`config.mk`:
```
export PLATFORM = sky130hd
export DESIGN_NAME = pct_top
export DESIGN_NICKNAME = d
export VERILOG_FILES = /design/src/core/pct_pkg.sv /design/src/core/pct_event_if.sv /design/src/core/pct_top.sv /design/src/core/pct_edge_sync.sv /design/src/core/pct_prescaler.sv
export SDC_FILE = /design/constraint.sdc
export NUM_CORES = 1
export LEC_CHECK = 0
export BUFFER_PORTS_ARGS = -buffer_cell sky130_fd_sc_hd__buf_4
export CAP_MARGIN = 20
export CELL_PAD_IN_SITES_DETAIL_PLACEMENT = 0
export CELL_PAD_IN_SITES_GLOBAL_PLACEMENT = 1
export CORE_MARGIN = 3
export CORE_UTILIZATION = 43
export DETAILED_ROUTE_END_ITERATION = 12
export PLACE_DENSITY = 0.95
export SYNTH_ARGS = -nofsm -noshare
export SYNTH_HDL_FRONTEND = slang
export SYNTH_HIERARCHICAL = 1
export SYNTH_SLANG_ARGS = --single-unit
```
`constraint.sdc`:
```
create_clock -name aclk -period 6.7 [get_ports aclk]
set_clock_uncertainty 0.15 [all_clocks]
set_input_delay 1.005 -clock aclk [delete_from_list [all_inputs] [get_ports aclk]]
set_output_delay 1.005 -clock aclk [all_outputs]
set_load 0.005 [all_outputs]
```
`src/core/pct_pkg.sv`:
```
// Constants, types and register map of the pulse capture timer
//
// Contract
// - Capture mode counts the up-counter on the selected internal source clock.
// - Polarity 0: falling edge captures first; polarity 1: rising edge captures first.
// - Polarity 0: falling edge copies counter into width register.
// - Polarity 0: rising edge loads period, raises interrupt, clears counter.
// - Polarity 1: rising loads width; falling loads period, interrupts, clears counter.
// - Polarity 0: early rising edge loads only period; width keeps old value.
// - Polarity 1: early falling edge loads only period; width keeps old value.
// - Overflow at FF before edge: interrupt, period becomes FF, counter clears.
// - After overflow, capture and overflow detection pause until period is read.
// - Stop mode clears the run bit and halts the timer.
// - Auto-capture into width works only in timer and event modes.
package pct_pkg;

  // Register byte offsets
  localparam logic [7:0] OFF_TIMER_CTRL = 8'h00;
  localparam logic [7:0] OFF_INPUT_CTRL = 8'h04;
  localparam logic [7:0] OFF_PERIOD = 8'h08;
  localparam logic [7:0] OFF_WIDTH = 8'h0C;
  localparam logic [7:0] OFF_STATUS = 8'h10;
  localparam logic [7:0] OFF_MASK = 8'h14;
  localparam logic [7:0] OFF_COUNT = 8'h18;

  // Timer control fields
  localparam int unsigned TCR_RUN = 0;
  localparam int unsigned TCR_CK_LSB = 1;
  localparam int unsigned TCR_MODE = 4;
  localparam int unsigned TCR_AUTO_CAPTURE_ENABLE = 5;
  localparam int unsigned TCR_W = 6;

  // Status and mask fields
  localparam int unsigned ST_CAPTURE = 0;
  localparam int unsigned ST_OVERFLOW = 1;
  localparam int unsigned STAT_W = 2;

  // Widths and reset values
  localparam int unsigned CNT_W = 8;
  localparam int unsigned PRE_W = 13;
  localparam logic [7:0] CAP_RST = 8'hFF;
  localparam logic [7:0] CNT_MAX = 8'hFF;
  localparam logic [7:0] CNT_ZERO = 8'h00;
  localparam logic [5:0] TCR_RST = 6'h00;
  localparam logic [2:0] CK_EXTERNAL = 3'h7;

  // Divider exponent per source clock code
  localparam logic [3:0] DIV_EXP [0:7] = '{4'hD, 4'hC, 4'hB, 4'hA, 4'h9, 4'h8, 4'h7, 4'h0};

  // Bus answers
  localparam logic [1:0] RESP_OKAY = 2'h0;
  localparam logic [1:0] RESP_SLVERR = 2'h2;

  typedef enum logic [2:0] {
    ST_STOP = 3'h1,
    ST_RUN = 3'h2,
    ST_HOLD = 3'h4
  } pct_state_t;

endpackage : pct_pkg

```
`src/core/pct_event_if.sv`:
```
// Input edges and source clock tick shared between timer modules
interface pct_event_if;
  logic rise;
  logic fall;
  logic tick;
  modport edge_src (output rise, output fall);
  modport tick_src (output tick);
  modport dst (input rise, input fall, input tick);
endinterface : pct_event_if

```
`src/core/pct_top.sv`:
```
// Pulse capture timer with AXI4-Lite register access
module pct_top (
  // Clock and reset
  input wire logic aclk,
  input wire logic aresetn,
  // Write address
  input wire logic [7:0] awaddr,
  input wire logic awvalid,
  output logic awready,
  // Write data
  input wire logic [31:0] wdata,
  input wire logic [3:0] wstrb,
  input wire logic wvalid,
  output logic wready,
  // Write response
  output logic [1:0] bresp,
  output logic bvalid,
  input wire logic bready,
  // Read address
  input wire logic [7:0] araddr,
  input wire logic arvalid,
  output logic arready,
  // Read data
  output logic [31:0] rdata,
  output logic [1:0] rresp,
  output logic rvalid,
  input wire logic rready,
  // Pulse input and chip stop
  input wire logic pulse_input_pin,
  input wire logic stop_mode_req,
  // Interrupt
  output logic capture_irq
);

  ////////////////////////////////////////////////////////////////////////////
  // Declarations

  pct_event_if ev ();

  logic aw_got_q;
  logic [7:0] aw_addr_q;
  logic w_got_q;
  logic [31:0] w_data_q;
  logic [3:0] w_strb_q;
  logic bvalid_q;
  logic [1:0] bresp_q;
  logic rvalid_q;
  logic [31:0] rdata_q;
  logic [1:0] rresp_q;

  logic [pct_pkg::TCR_W-1:0] timer_control_reg_q;
  logic [pct_pkg::TCR_W-1:0] tcr_d;
  logic edge_polarity_select_q;
  logic [pct_pkg::CNT_W-1:0] period_capture_reg_q;
  logic [pct_pkg::CNT_W-1:0] period_d;
  logic [pct_pkg::CNT_W-1:0] width_capture_reg_q;
  logic [pct_pkg::CNT_W-1:0] width_d;
  logic [pct_pkg::CNT_W-1:0] cnt_q;
  logic [pct_pkg::CNT_W-1:0] cnt_d;
  logic [pct_pkg::STAT_W-1:0] stat_q;
  logic [pct_pkg::STAT_W-1:0] mask_q;
  pct_pkg::pct_state_t state_q;
  pct_pkg::pct_state_t state_d;
  logic ev_cap;
  logic ev_ovf;

  ////////////////////////////////////////////////////////////////////////////
  // Field decode

  wire run_bit = timer_control_reg_q[pct_pkg::TCR_RUN];
  wire [2:0] source_clock_select = timer_control_reg_q[pct_pkg::TCR_CK_LSB +: 3];
  wire operating_mode_select = timer_control_reg_q[pct_pkg::TCR_MODE];
  wire auto_capture_enable = timer_control_reg_q[pct_pkg::TCR_AUTO_CAPTURE_ENABLE];
  wire cap_mode = operating_mode_select;
  wire width_edge = edge_polarity_select_q ? ev.rise : ev.fall;
  wire period_edge = edge_polarity_select_q ? ev.fall : ev.rise;
  wire tmr_step = (source_clock_select == pct_pkg::CK_EXTERNAL) ? width_edge : ev.tick;
  wire [pct_pkg::CNT_W-1:0] cnt_inc = cnt_q + 8'h01;

  ////////////////////////////////////////////////////////////////////////////
  // Submodules

  pct_edge_sync u_sync (
    .aclk(aclk),
    .aresetn(aresetn),
    .pulse_input_pin(pulse_input_pin),
    .ev(ev.edge_src)
  );

  pct_prescaler u_pre (
    .aclk(aclk),
    .aresetn(aresetn),
    .run(run_bit),
    .clk_sel(source_clock_select),
    .ev(ev.tick_src)
  );

  ////////////////////////////////////////////////////////////////////////////
  // Write channel

  wire aw_hs = awvalid & awready;
  wire w_hs = wvalid & wready;
  wire aw_have = aw_got_q | aw_hs;
  wire w_have = w_got_q | w_hs;
  wire do_wr = aw_have & w_have & ~bvalid_q;
  wire [7:0] wr_addr = aw_got_q ? aw_addr_q : awaddr;
  wire [31:0] wr_data = w_got_q ? w_data_q : wdata;
  wire [3:0] wr_strb = w_got_q ? w_strb_q : wstrb;
  wire wr_lane = do_wr & wr_strb[0];
  wire wr_tcr = wr_lane & (wr_addr == pct_pkg::OFF_TIMER_CTRL);
  wire wr_icr = wr_lane & (wr_addr == pct_pkg::OFF_INPUT_CTRL);
  wire wr_per = wr_lane & (wr_addr == pct_pkg::OFF_PERIOD) & ~run_bit;
  wire wr_msk = wr_lane & (wr_addr == pct_pkg::OFF_MASK);
  wire wr_map = (wr_addr == pct_pkg::OFF_TIMER_CTRL) | (wr_addr == pct_pkg::OFF_INPUT_CTRL) |
                (wr_addr == pct_pkg::OFF_PERIOD) | (wr_addr == pct_pkg::OFF_MASK);

  assign awready = ~aw_got_q & ~bvalid_q;
  assign wready = ~w_got_q & ~bvalid_q;
  assign bvalid = bvalid_q;
  assign bresp = bresp_q;

  always_ff @(posedge aclk) begin
    if (!aresetn) begin
      aw_got_q <= 1'b0;
      w_got_q <= 1'b0;
      aw_addr_q <= 8'h00;
      w_data_q <= 32'h0000_0000;
      w_strb_q <= 4'h0;
    end else begin
      aw_got_q <= aw_have & ~do_wr;
      w_got_q <= w_have & ~do_wr;
      if (aw_hs) begin
        aw_addr_q <= awaddr;
      end
      if (w_hs) begin
        w_data_q <= wdata;
        w_strb_q <= wstrb;
      end
    end
  end

  always_ff @(posedge aclk) begin
    if (!aresetn) begin
      bvalid_q <= 1'b0;
      bresp_q <= pct_pkg::RESP_OKAY;
    end else if (do_wr) begin
      bvalid_q <= 1'b1;
      bresp_q <= wr_map ? pct_pkg::RESP_OKAY : pct_pkg::RESP_SLVERR;
    end else if (bready) begin
      bvalid_q <= 1'b0;
    end
  end

  ////////////////////////////////////////////////////////////////////////////
  // Read channel

  wire ar_hs = arvalid & arready;
  wire rd_stat = ar_hs & (araddr == pct_pkg::OFF_STATUS);
  wire rd_period = ar_hs & (araddr == pct_pkg::OFF_PERIOD);
  wire rd_map = (araddr == pct_pkg::OFF_TIMER_CTRL) | (araddr == pct_pkg::OFF_INPUT_CTRL) |
                (araddr == pct_pkg::OFF_PERIOD) | (araddr == pct_pkg::OFF_WIDTH) |
                (araddr == pct_pkg::OFF_STATUS) | (araddr == pct_pkg::OFF_MASK) |
                (araddr == pct_pkg::OFF_COUNT);
  wire [31:0] rd_mux =
    (araddr == pct_pkg::OFF_TIMER_CTRL) ? {26'h0, timer_control_reg_q} :
    (araddr == pct_pkg::OFF_INPUT_CTRL) ? {31'h0, edge_polarity_select_q} :
    (araddr == pct_pkg::OFF_PERIOD) ? {24'h0, period_capture_reg_q} :
    (araddr == pct_pkg::OFF_WIDTH) ? {24'h0, width_capture_reg_q} :
    (araddr == pct_pkg::OFF_STATUS) ? {30'h0, stat_q} :
    (araddr == pct_pkg::OFF_MASK) ? {30'h0, mask_q} :
    (araddr == pct_pkg::OFF_COUNT) ? {24'h0, cnt_q} : 32'h0000_0000;

  assign arready = ~rvalid_q;
  assign rvalid = rvalid_q;
  assign rdata = rdata_q;
  assign rresp = rresp_q;

  always_ff @(posedge aclk) begin
    if (!aresetn) begin
      rvalid_q <= 1'b0;
      rdata_q <= 32'h0000_0000;
      rresp_q <= pct_pkg::RESP_OKAY;
    end else if (ar_hs) begin
      rvalid_q <= 1'b1;
      rdata_q <= rd_mux;
      rresp_q <= rd_map ? pct_pkg::RESP_OKAY : pct_pkg::RESP_SLVERR;
    end else if (rready) begin
      rvalid_q <= 1'b0;
    end
  end

  ////////////////////////////////////////////////////////////////////////////
  // Control registers

  always_comb begin
    tcr_d = timer_control_reg_q;
    if (wr_tcr) begin
      tcr_d = wr_data[pct_pkg::TCR_W-1:0];
    end
    if (stop_mode_req) begin
      tcr_d[pct_pkg::TCR_RUN] = 1'b0;
    end
  end

  always_ff @(posedge aclk) begin
    if (!aresetn) begin
      timer_control_reg_q <= pct_pkg::TCR_RST;
      edge_polarity_select_q <= 1'b0;
      mask_q <= 2'h0;
    end else begin
      timer_control_reg_q <= tcr_d;
      if (wr_icr) begin
        edge_polarity_select_q <= wr_data[0];
      end
      if (wr_msk) begin
        mask_q <= wr_data[pct_pkg::STAT_W-1:0];
      end
    end
  end

  ////////////////////////////////////////////////////////////////////////////
  // Counter and capture engine

  always_comb begin
    cnt_d = cnt_q;
    period_d = period_capture_reg_q;
    width_d = width_capture_reg_q;
    state_d = state_q;
    ev_cap = 1'b0;
    ev_ovf = 1'b0;
    if (wr_per) begin
      period_d = wr_data[pct_pkg::CNT_W-1:0];
    end
    case (state_q)
      pct_pkg::ST_STOP: begin
        cnt_d = pct_pkg::CNT_ZERO;
        if (run_bit) begin
          state_d = pct_pkg::ST_RUN;
        end
      end
      pct_pkg::ST_RUN: begin
        if (!run_bit) begin
          cnt_d = pct_pkg::CNT_ZERO;
          state_d = pct_pkg::ST_STOP;
        end else if (cap_mode) begin
          if (period_edge) begin
            period_d = cnt_q;
            cnt_d = pct_pkg::CNT_ZERO;
            ev_cap = 1'b1;
          end else begin
            if (width_edge) begin
              width_d = cnt_q;
            end
            if (ev.tick) begin
              if (cnt_q == pct_pkg::CNT_MAX) begin
                period_d = pct_pkg::CNT_MAX;
                cnt_d = pct_pkg::CNT_ZERO;
                ev_cap = 1'b1;
                ev_ovf = 1'b1;
                state_d = pct_pkg::ST_HOLD;
              end else begin
                cnt_d = cnt_inc;
              end
            end
          end
        end else if (tmr_step) begin
          if (cnt_inc == period_capture_reg_q) begin
            cnt_d = pct_pkg::CNT_ZERO;
            ev_cap = 1'b1;
          end else begin
            cnt_d = cnt_inc;
            if (auto_capture_enable) begin
              width_d = cnt_inc;
            end
          end
        end
      end
      pct_pkg::ST_HOLD: begin
        if (!run_bit) begin
          cnt_d = pct_pkg::CNT_ZERO;
          state_d = pct_pkg::ST_STOP;
        end else begin
          if (ev.tick) begin
            cnt_d = cnt_inc;
          end
          if (rd_period) begin
            state_d = pct_pkg::ST_RUN;
          end
        end
      end
      default: begin
        cnt_d = pct_pkg::CNT_ZERO;
        state_d = pct_pkg::ST_STOP;
      end
    endcase
  end

  always_ff @(posedge aclk) begin
    if (!aresetn) begin
      cnt_q <= pct_pkg::CNT_ZERO;
      period_capture_reg_q <= pct_pkg::CAP_RST;
      width_capture_reg_q <= pct_pkg::CAP_RST;
      state_q <= pct_pkg::ST_STOP;
    end else begin
      cnt_q <= cnt_d;
      period_capture_reg_q <= period_d;
      width_capture_reg_q <= width_d;
      state_q <= state_d;
    end
  end

  ////////////////////////////////////////////////////////////////////////////
  // Interrupt status

  wire [pct_pkg::STAT_W-1:0] stat_set = {ev_ovf, ev_cap};
  wire [pct_pkg::STAT_W-1:0] stat_keep = rd_stat ? 2'h0 : stat_q;

  always_ff @(posedge aclk) begin
    if (!aresetn) begin
      stat_q <= 2'h0;
    end else begin
      stat_q <= stat_keep | stat_set;
    end
  end

  assign capture_irq = |(stat_q & mask_q);

  wire run_cap = (state_q == pct_pkg::ST_RUN) & run_bit & cap_mode;
endmodule : pct_top

```
`src/core/pct_edge_sync.sv`:
```
// Pulse input synchroniser and edge detector
module pct_edge_sync (
  // Clock and reset
  input wire logic aclk,
  input wire logic aresetn,
  // Pulse source
  input wire logic pulse_input_pin,
  // Edge events
  pct_event_if.edge_src ev
);

  logic meta_q;
  logic sync_q;
  logic last_q;

  always_ff @(posedge aclk) begin
    if (!aresetn) begin
      meta_q <= pulse_input_pin;
      sync_q <= pulse_input_pin;
      last_q <= pulse_input_pin;
    end else begin
      meta_q <= pulse_input_pin;
      sync_q <= meta_q;
      last_q <= sync_q;
    end
  end

  assign ev.rise = sync_q & ~last_q;
  assign ev.fall = ~sync_q & last_q;
endmodule : pct_edge_sync

```
`src/core/pct_prescaler.sv`:
```
// Source clock divider giving one-cycle count ticks
module pct_prescaler (
  // Clock and reset
  input wire logic aclk,
  input wire logic aresetn,
  // Control
  input wire logic run,
  input wire logic [2:0] clk_sel,
  // Tick out
  pct_event_if.tick_src ev
);

  logic [pct_pkg::PRE_W-1:0] div_q;
  wire [pct_pkg::PRE_W-1:0] div_mask;
  wire internal_sel;

  assign div_mask = ~({pct_pkg::PRE_W{1'b1}} << pct_pkg::DIV_EXP[clk_sel]);
  assign internal_sel = (clk_sel != pct_pkg::CK_EXTERNAL);

  always_ff @(posedge aclk) begin
    if (!aresetn || !run) begin
      div_q <= '0;
    end else begin
      div_q <= div_q + 1'b1;
    end
  end

  // Tick when all divided bits are ones
  assign ev.tick = run & internal_sel & ((div_q & div_mask) == div_mask);

endmodule : pct_prescaler

```
== Yosys cells after proc, flatten, opt, wreduce, memory -nomap -nowiden ==
Memories as Yosys holds them, arrays and structs flattened.
Index checks and enable logic that the tools add are counted.

* $lt $le $gt $ge: 1
* Equality and inequality tests: 29
* Shift-type cells: 1
* Bitwise gates (word level): 46
* Add/sub/neg operators: 2
* Reductions and logical operators: 14
* Muxes and demuxes: 68

{| class="wikitable"
|+ Operators with widths
! cell !! count
|-
| $mux 8 || 31
|-
| $eq 8x5->1 const B || 4
|-
| $eq 8x4->1 const B || 3
|-
| $mux 3 || 8
|-
| $mux 1 || 22
|-
| $and 1x1->1 || 21
|-
| $ne 3x3->1 const B || 7
|-
| $eq 8x3->1 const B || 2
|-
| $logic_not 8->1 || 2
|-
| $pmux 8 s2 || 1
|-
| $add 13x1->13 const B || 1
|-
| $and 13x13->13 || 1
|-
| $eq 13x13->1 || 1
|-
| $not 13->13 || 1
|-
| $shl 13x4->13 const A || 1
|-
| $or 1x1->1 || 11
|-
| $not 1->1 || 9
|-
| $pmux 3 s3 || 1
|-
| $add 8x1->8 const B || 1
|-
| $eq 8x8->1 || 1
|-
| $eq 8x8->1 const B || 1
|-
| $mux 4 || 2
|-
| $reduce_bool 2->1 || 4
|-
| $reduce_and 7->1 || 1
|-
| other kinds (17) || 24
|}

* Flip-flop bits (word level): 111
* Memory bits (read-only): 32
* Word-level logic and storage cells: 185
* Memories kept: 1
* Input bits: 61
* Output and inout port bits: 42

{| class="wikitable"
|+ Memory list
! memory !! depth !! bits a word !! rd ports !! clocked after memory_dff !! wr ports !! line !! text
|-
| (name not given) || 8 || 4 || 1 || 0 || 0 || pct_prescaler.sv:17 || <nowiki>assign div_mask = ~({pct_pkg::PRE_W{1'b1}} << pct_pkg::DIV_EXP[clk_sel]);</nowiki>
|}

== Longest topological paths before layout ==
* Depth in word-level cells: 16
* Depth in mapped cells: 11
* Gate-level depth less buffers: 10

== Hierarchy ==
Netlist, hierarchy kept.

{| class="wikitable"
|+ Modules (own cells, without submodules)
! module !! area each (µm²) !! cells an instance !! times used !! sequential area each (µm²)
|-
| pct_top || 4,023.9 || 504 || 1 || 1,381.3
|-
| pct_prescaler || 619.3 || 71 || 1 || 260.2
|-
| pct_edge_sync || 95.1 || 7 || 1 || 60.1
|}

== Worst setup path after synthesis ==
No wires, ideal clock.

* Kind: input to register
* Start point: in awaddr[0]
* End point: reg period_capture_reg_q[3] (netlist name)
* Arrival time: 2.781 ns
* Setup slack: 3.653 ns
* Library setup time: 0.116 ns
* Required time: 6.434 ns
* Path buffers: 1
* Cell stages on the path: 8
* Cells stage by stage: or4_4 -> nor3_2 -> o2111ai_1 -> or3_1 -> buf_6 -> mux2_4 -> o22ai_1 -> nand2_1

* Cells in the longest elaborated chain, start to end: 11

{| class="wikitable"
|+ RTL lines
! element !! line !! text
|-
| start: declaration || pct_top.sv:7 || <nowiki>input wire logic [7:0] awaddr,</nowiki>
|-
| $mux 8 * || pct_top.sv:106 || <nowiki>wire [7:0] wr_addr = aw_got_q ? aw_addr_q : awaddr;</nowiki>
|-
| $eq 8x4->1 * || pct_top.sv:112 || <nowiki>wire wr_per = wr_lane & (wr_addr == pct_pkg::OFF_PERIOD) & ~run_bit;</nowiki>
|-
| $and 1x1->1 * (2 in series) || pct_top.sv:112 ||
|-
| $mux 8 * || pct_top.sv:231 || <nowiki>if (wr_per) begin</nowiki>
|-
| $mux 8 || pct_top.sv:255 || <nowiki>if (cnt_q == pct_pkg::CNT_MAX) begin</nowiki>
|-
| $mux 8 || pct_top.sv:254 || <nowiki>if (ev.tick) begin</nowiki>
|-
| $mux 8 || pct_top.sv:246 || <nowiki>if (period_edge) begin</nowiki>
|-
| $mux 8 || pct_top.sv:245 || <nowiki>end else if (cap_mode) begin</nowiki>
|-
| $mux 8 || pct_top.sv:242 || <nowiki>if (!run_bit) begin</nowiki>
|-
| $mux 8 * || pct_top.sv:234 || <nowiki>case (state_q)</nowiki>
|-
| end signal: assignment || pct_top.sv:301 || <nowiki>period_capture_reg_q <= pct_pkg::CAP_RST;</nowiki>
|-
| end signal: assignment || pct_top.sv:306 || <nowiki>period_capture_reg_q <= period_d;</nowiki>
|-
| end: declaration || pct_top.sv:54 || <nowiki>logic [pct_pkg::CNT_W-1:0] period_capture_reg_q;</nowiki>
|}

Every way passes the cells marked *; elsewhere a longest branch is shown, timed or not.
A chain may end at the register's enable or synchronous reset.

== Worst setup path after layout ==
* Start point: reg u_pre/div_q[5] (netlist name)
* End point: reg width_capture_reg_q[2] (netlist name)

* Cells in the longest elaborated chain, start to end: 6

{| class="wikitable"
|+ RTL lines
! element !! line !! text
|-
| start: declaration || pct_prescaler.sv:13 || <nowiki>logic [pct_pkg::PRE_W-1:0] div_q;</nowiki>
|-
| start signal: assignment || pct_prescaler.sv:24 || <nowiki>div_q <= div_q + 1'b1;</nowiki>
|-
| $and 13x13->13 || pct_prescaler.sv:29 || <nowiki>assign ev.tick = run & internal_sel & ((div_q & div_mask) == div_mask);</nowiki>
|-
| $eq 13x13->1 || pct_prescaler.sv:29 ||
|-
| $and 1x1->1 || pct_prescaler.sv:29 ||
|-
| via ev.tick || pct_event_if.sv:5 || <nowiki>logic tick;</nowiki>
|-
| $mux 1 || pct_top.sv:77 || <nowiki>wire tmr_step = (source_clock_select == pct_pkg::CK_EXTERNAL) ? width_edge : ev.tick;</nowiki>
|-
| $reduce_bool 2->1 (no line) || - ||
|-
| $reduce_and 7->1 (no line) || - ||
|-
| end signal: assignment || pct_top.sv:302 || <nowiki>width_capture_reg_q <= pct_pkg::CAP_RST;</nowiki>
|-
| end signal: assignment || pct_top.sv:307 || <nowiki>width_capture_reg_q <= width_d;</nowiki>
|-
| end: declaration || pct_top.sv:56 || <nowiki>logic [pct_pkg::CNT_W-1:0] width_capture_reg_q;</nowiki>
|}

The timed path passes the listed nets, and every way through them passes these cells.

==> results.toml <==
[finish]
layout_commonest_cell = "dfxtp_1"
mostFrequentLayoutCells = "dfxtp_1, nand2_1, a21oi_1"
diodes = 0
finish.utilization_pct = 50.1
layout-drive-gt1-share_pct = 15.2
synthToLayoutAreaGrowth_pct = 11.1
layout.nets = 670

[power_and_ir_drop]
irDropWorstVdd_mv = 0.126
clkPwrFrac_pct = 39.9
p_comb_share_pct = 10.2
p_switching_w = 0.000254
internal-power_w = 0.000818
p_per_area_mw_per_mm2 = 204
swShare_pct = 23.7
sequentialPowerShare_pct = 49.9
power.leakage_nw = 2.06

[floorplanning]
design.die.area_mm2 = 0.0123
io_pins = 103
row_count = 37
die_w_um = 111
start_util_pct = 45.1
die_y_um = 111
core_area_mm2 = 0.0105

[cts]
cts.sinks = 85
numCtsBuffers = 9
clkLatencyLatePin_ns = 0.35
post_cts_buffers = 0
cts_hold_buf = 0
root_buffer = "clkbuf_8"
cts_tree = "yes"
cts.clk_slew.worst_paths_ns = 0.08
clock_path_buffers = 2
htreeDepth = 3
ctsResizeCount = 0

[yosys]
synth_top_area_cell = "dfxtp_1"
synthMuxAreaShare_pct = 8.82
synth-compound-area-share_pct = 18.3
synth_edf_count = 0
ys_types = 70
synth_cells = 582
ys_seq_area_share_pct = 35.9
synth_top_family_by_area = "simple AND/OR/NAND/NOR gates"
synthTopCellsByArea = "dfxtp_1, nand2_1, a21oi_1, mux2_2, mux2i_1"
synth_xor_xnor_area_share_pct = 4.25
synth_warnings = 6
synth_fa_ha_area_share_pct = 0.528
netlist_area_mm2 = 0.00474
synth_simple_gate_area_share_pct = 23.9
synthFlopType = "dfxtp_1"
yosysTopAreaCellShare_pct = 35.9
ys_async_sr_fraction_pct = 0
synth.avg_cell_area_um2 = 8.14
ys_ff_latch = 85

[worst_setup_path]
slowest_stage = "or4b_1"
worst-setup-path-type = "register to register"
crit_path_cell_trace = "nand3_1, nor4b_1, o221a_1, a31o_2, or4b_1, o21a_1, a21oi_4, mux2i_1, nand2_1"
start_kind = "register"
end_kind = "register"
cp.arrival_ns = 3.30
worstPathRequired_ns = 6.77
path_delay_family = "simple AND/OR/NAND/NOR gates"
critPathMaxFanout = 12
cpPeakStageDelay_ns = 0.53
path_buf_inv = 0

[route]
routedWlPerCell_um = 15.2
dr.first_iter.drc_count = 203
antenna_left = 0
drt_wl_total_mm = 11.4
num_vias = 4120
first_pass_iters = 6
drt-vias-per-instance = 5.52
drc = 0

[timing]
setup_viol = 0
min_period_ns = 3.23
period_share_pct = 48.3
tightest_slew_ns = 0.794
finalHoldViolations = 0
drv_slew = 0
max-slew-margin-rel_pct = 46.6
rsz0062_at_grt = "no"
fmax_ghz = 0.309
setup_tns_ns = 0

[run]
maxCapViolations = 0

[global_route]
grt_pass1_vias = 3978
antenna_found_initial = 0
grt_max_degree = 37
grt_pass1_wl_mm = 19.3
gr-total-overflow = 0
grt_use_total_pct = 18.4

[run_status]
status = "complete, no violations"

[placement]
port_buffers = 49
gp_congestion = 0.933
hpwlAfterDp_mm = 8.41

[hold_path]
hp-class = "register to register"
## cell type report
class                   count  area (um^2)
multi-input cells         448         2740
inverters                  13         48.8
fillers                  1010         5240
well taps                 136          170
flip-flops and latches     85         1700
clock inverters             4         97.6
repair buffers             50          375
clock buffers              11          131
## flip-flops by register name, indices dropped and copies added (netlist names)
signal                  cells
u_pre/div_q                13
aw_addr_q                   8
cnt_q                       8
period_capture_reg_q        8
rdata                       8
w_data_q                    8
width_capture_reg_q         8
timer_control_reg_q         6
state_q                     3
mask_q                      2
stat_q                      2
aw_got_q                    1
bresp                       1
bvalid                      1
edge_polarity_select_q      1
rresp                       1
rvalid                      1
u_sync/last_q               1
u_sync/meta_q               1
u_sync/sync_q               1
w_got_q                     1
w_strb_q                    1
## metrics by stage
stage          std cells  setup slack, ns  power, W  instance area (um^2)  hold slack, ns
4_1_cts              747             3.49   0.00108                  5270           0.306
2_1_floorplan        607             3.65  0.000621                  4830           0.283
3_5_place_dp         732             3.29  0.000656                  5040           0.293
6_report             747             3.47   0.00107                  5270           0.307
3_3_place_gp         732             3.36  0.000652                  5040           0.289
5_1_grt              747             3.22   0.00111                  5270           0.330
## synth_stat cells (all sizes together), types with 7 or more instances
cell	count
a21oi	52
nor2	47
buf	37
mux2	19
clkbuf	24
dfxtp	85
or3	9
inv	12
mux2i	20
xnor2	12
a211oi	7
xor2	11
nor3	15
and2	7
nand3	10
nor2b	10
o22ai	14
nand2b	10
nand2	83
o21ai	19
## cell families after synthesis
logic type,Yosys count
xor gates and xnor gates,23
other,1
DFF,85
muxes,39
buffers and inverters,74
adders and majority gates,2
AOI/OAI and AO/OA,135
and+or+nand+nor,223
## power groups by stage
stage          Combinational [W]  Clock [W]  Sequential (W)
2_1_floorplan          0.0000800          0        0.000541
3_3_place_gp            0.000107          0        0.000545
3_5_place_dp            0.000109          0        0.000546
4_1_cts                 0.000110   0.000436        0.000535
5_1_grt                 0.000123   0.000454        0.000537
6_report                0.000109   0.000428        0.000535
## layer usage
layer | up-vias | global-route usage (%) | part of all wire [%]
li1 | 2051 | - | -
met5 | - | 0 | 0
met4 | 0 | 5.42 | 1.2
met2 | 156 | 29.4 | 45
met1 | 1899 | 25.4 | 46
met3 | 14 | 3.38 | 7.1
## worst paths after layout
kind,from,end,slack [ns],cells after the start
setup / recovery,u_pre/div_q[5]$_SDFF_PP0_,width_capture_reg_q[2]$_SDFFE_PN1P_,3.47,9
hold / removal,w_data_q[6]$_SDFFE_PN0P_,w_data_q[6]$_SDFFE_PN0P_,0.31,2
setup reg to reg,u_pre/div_q[5]$_SDFF_PP0_,width_capture_reg_q[2]$_SDFFE_PN1P_,3.47,9
hold reg to reg,w_data_q[6]$_SDFFE_PN0P_,w_data_q[6]$_SDFFE_PN0P_,0.31,2
## worst reg2reg max path: stages, from the launching register on
cell and delay (ns):
dfxtp_1 0.38, nand3_1 0.30, nor4b_1 0.35, o221a_1 0.37
a31o_2 0.15, or4b_1 0.53, o21a_1 0.24, a21oi_4 0.32
mux2i_1 0.23, nand2_1 0.08
Note: power is estimated with default switching activity, not from simulation.
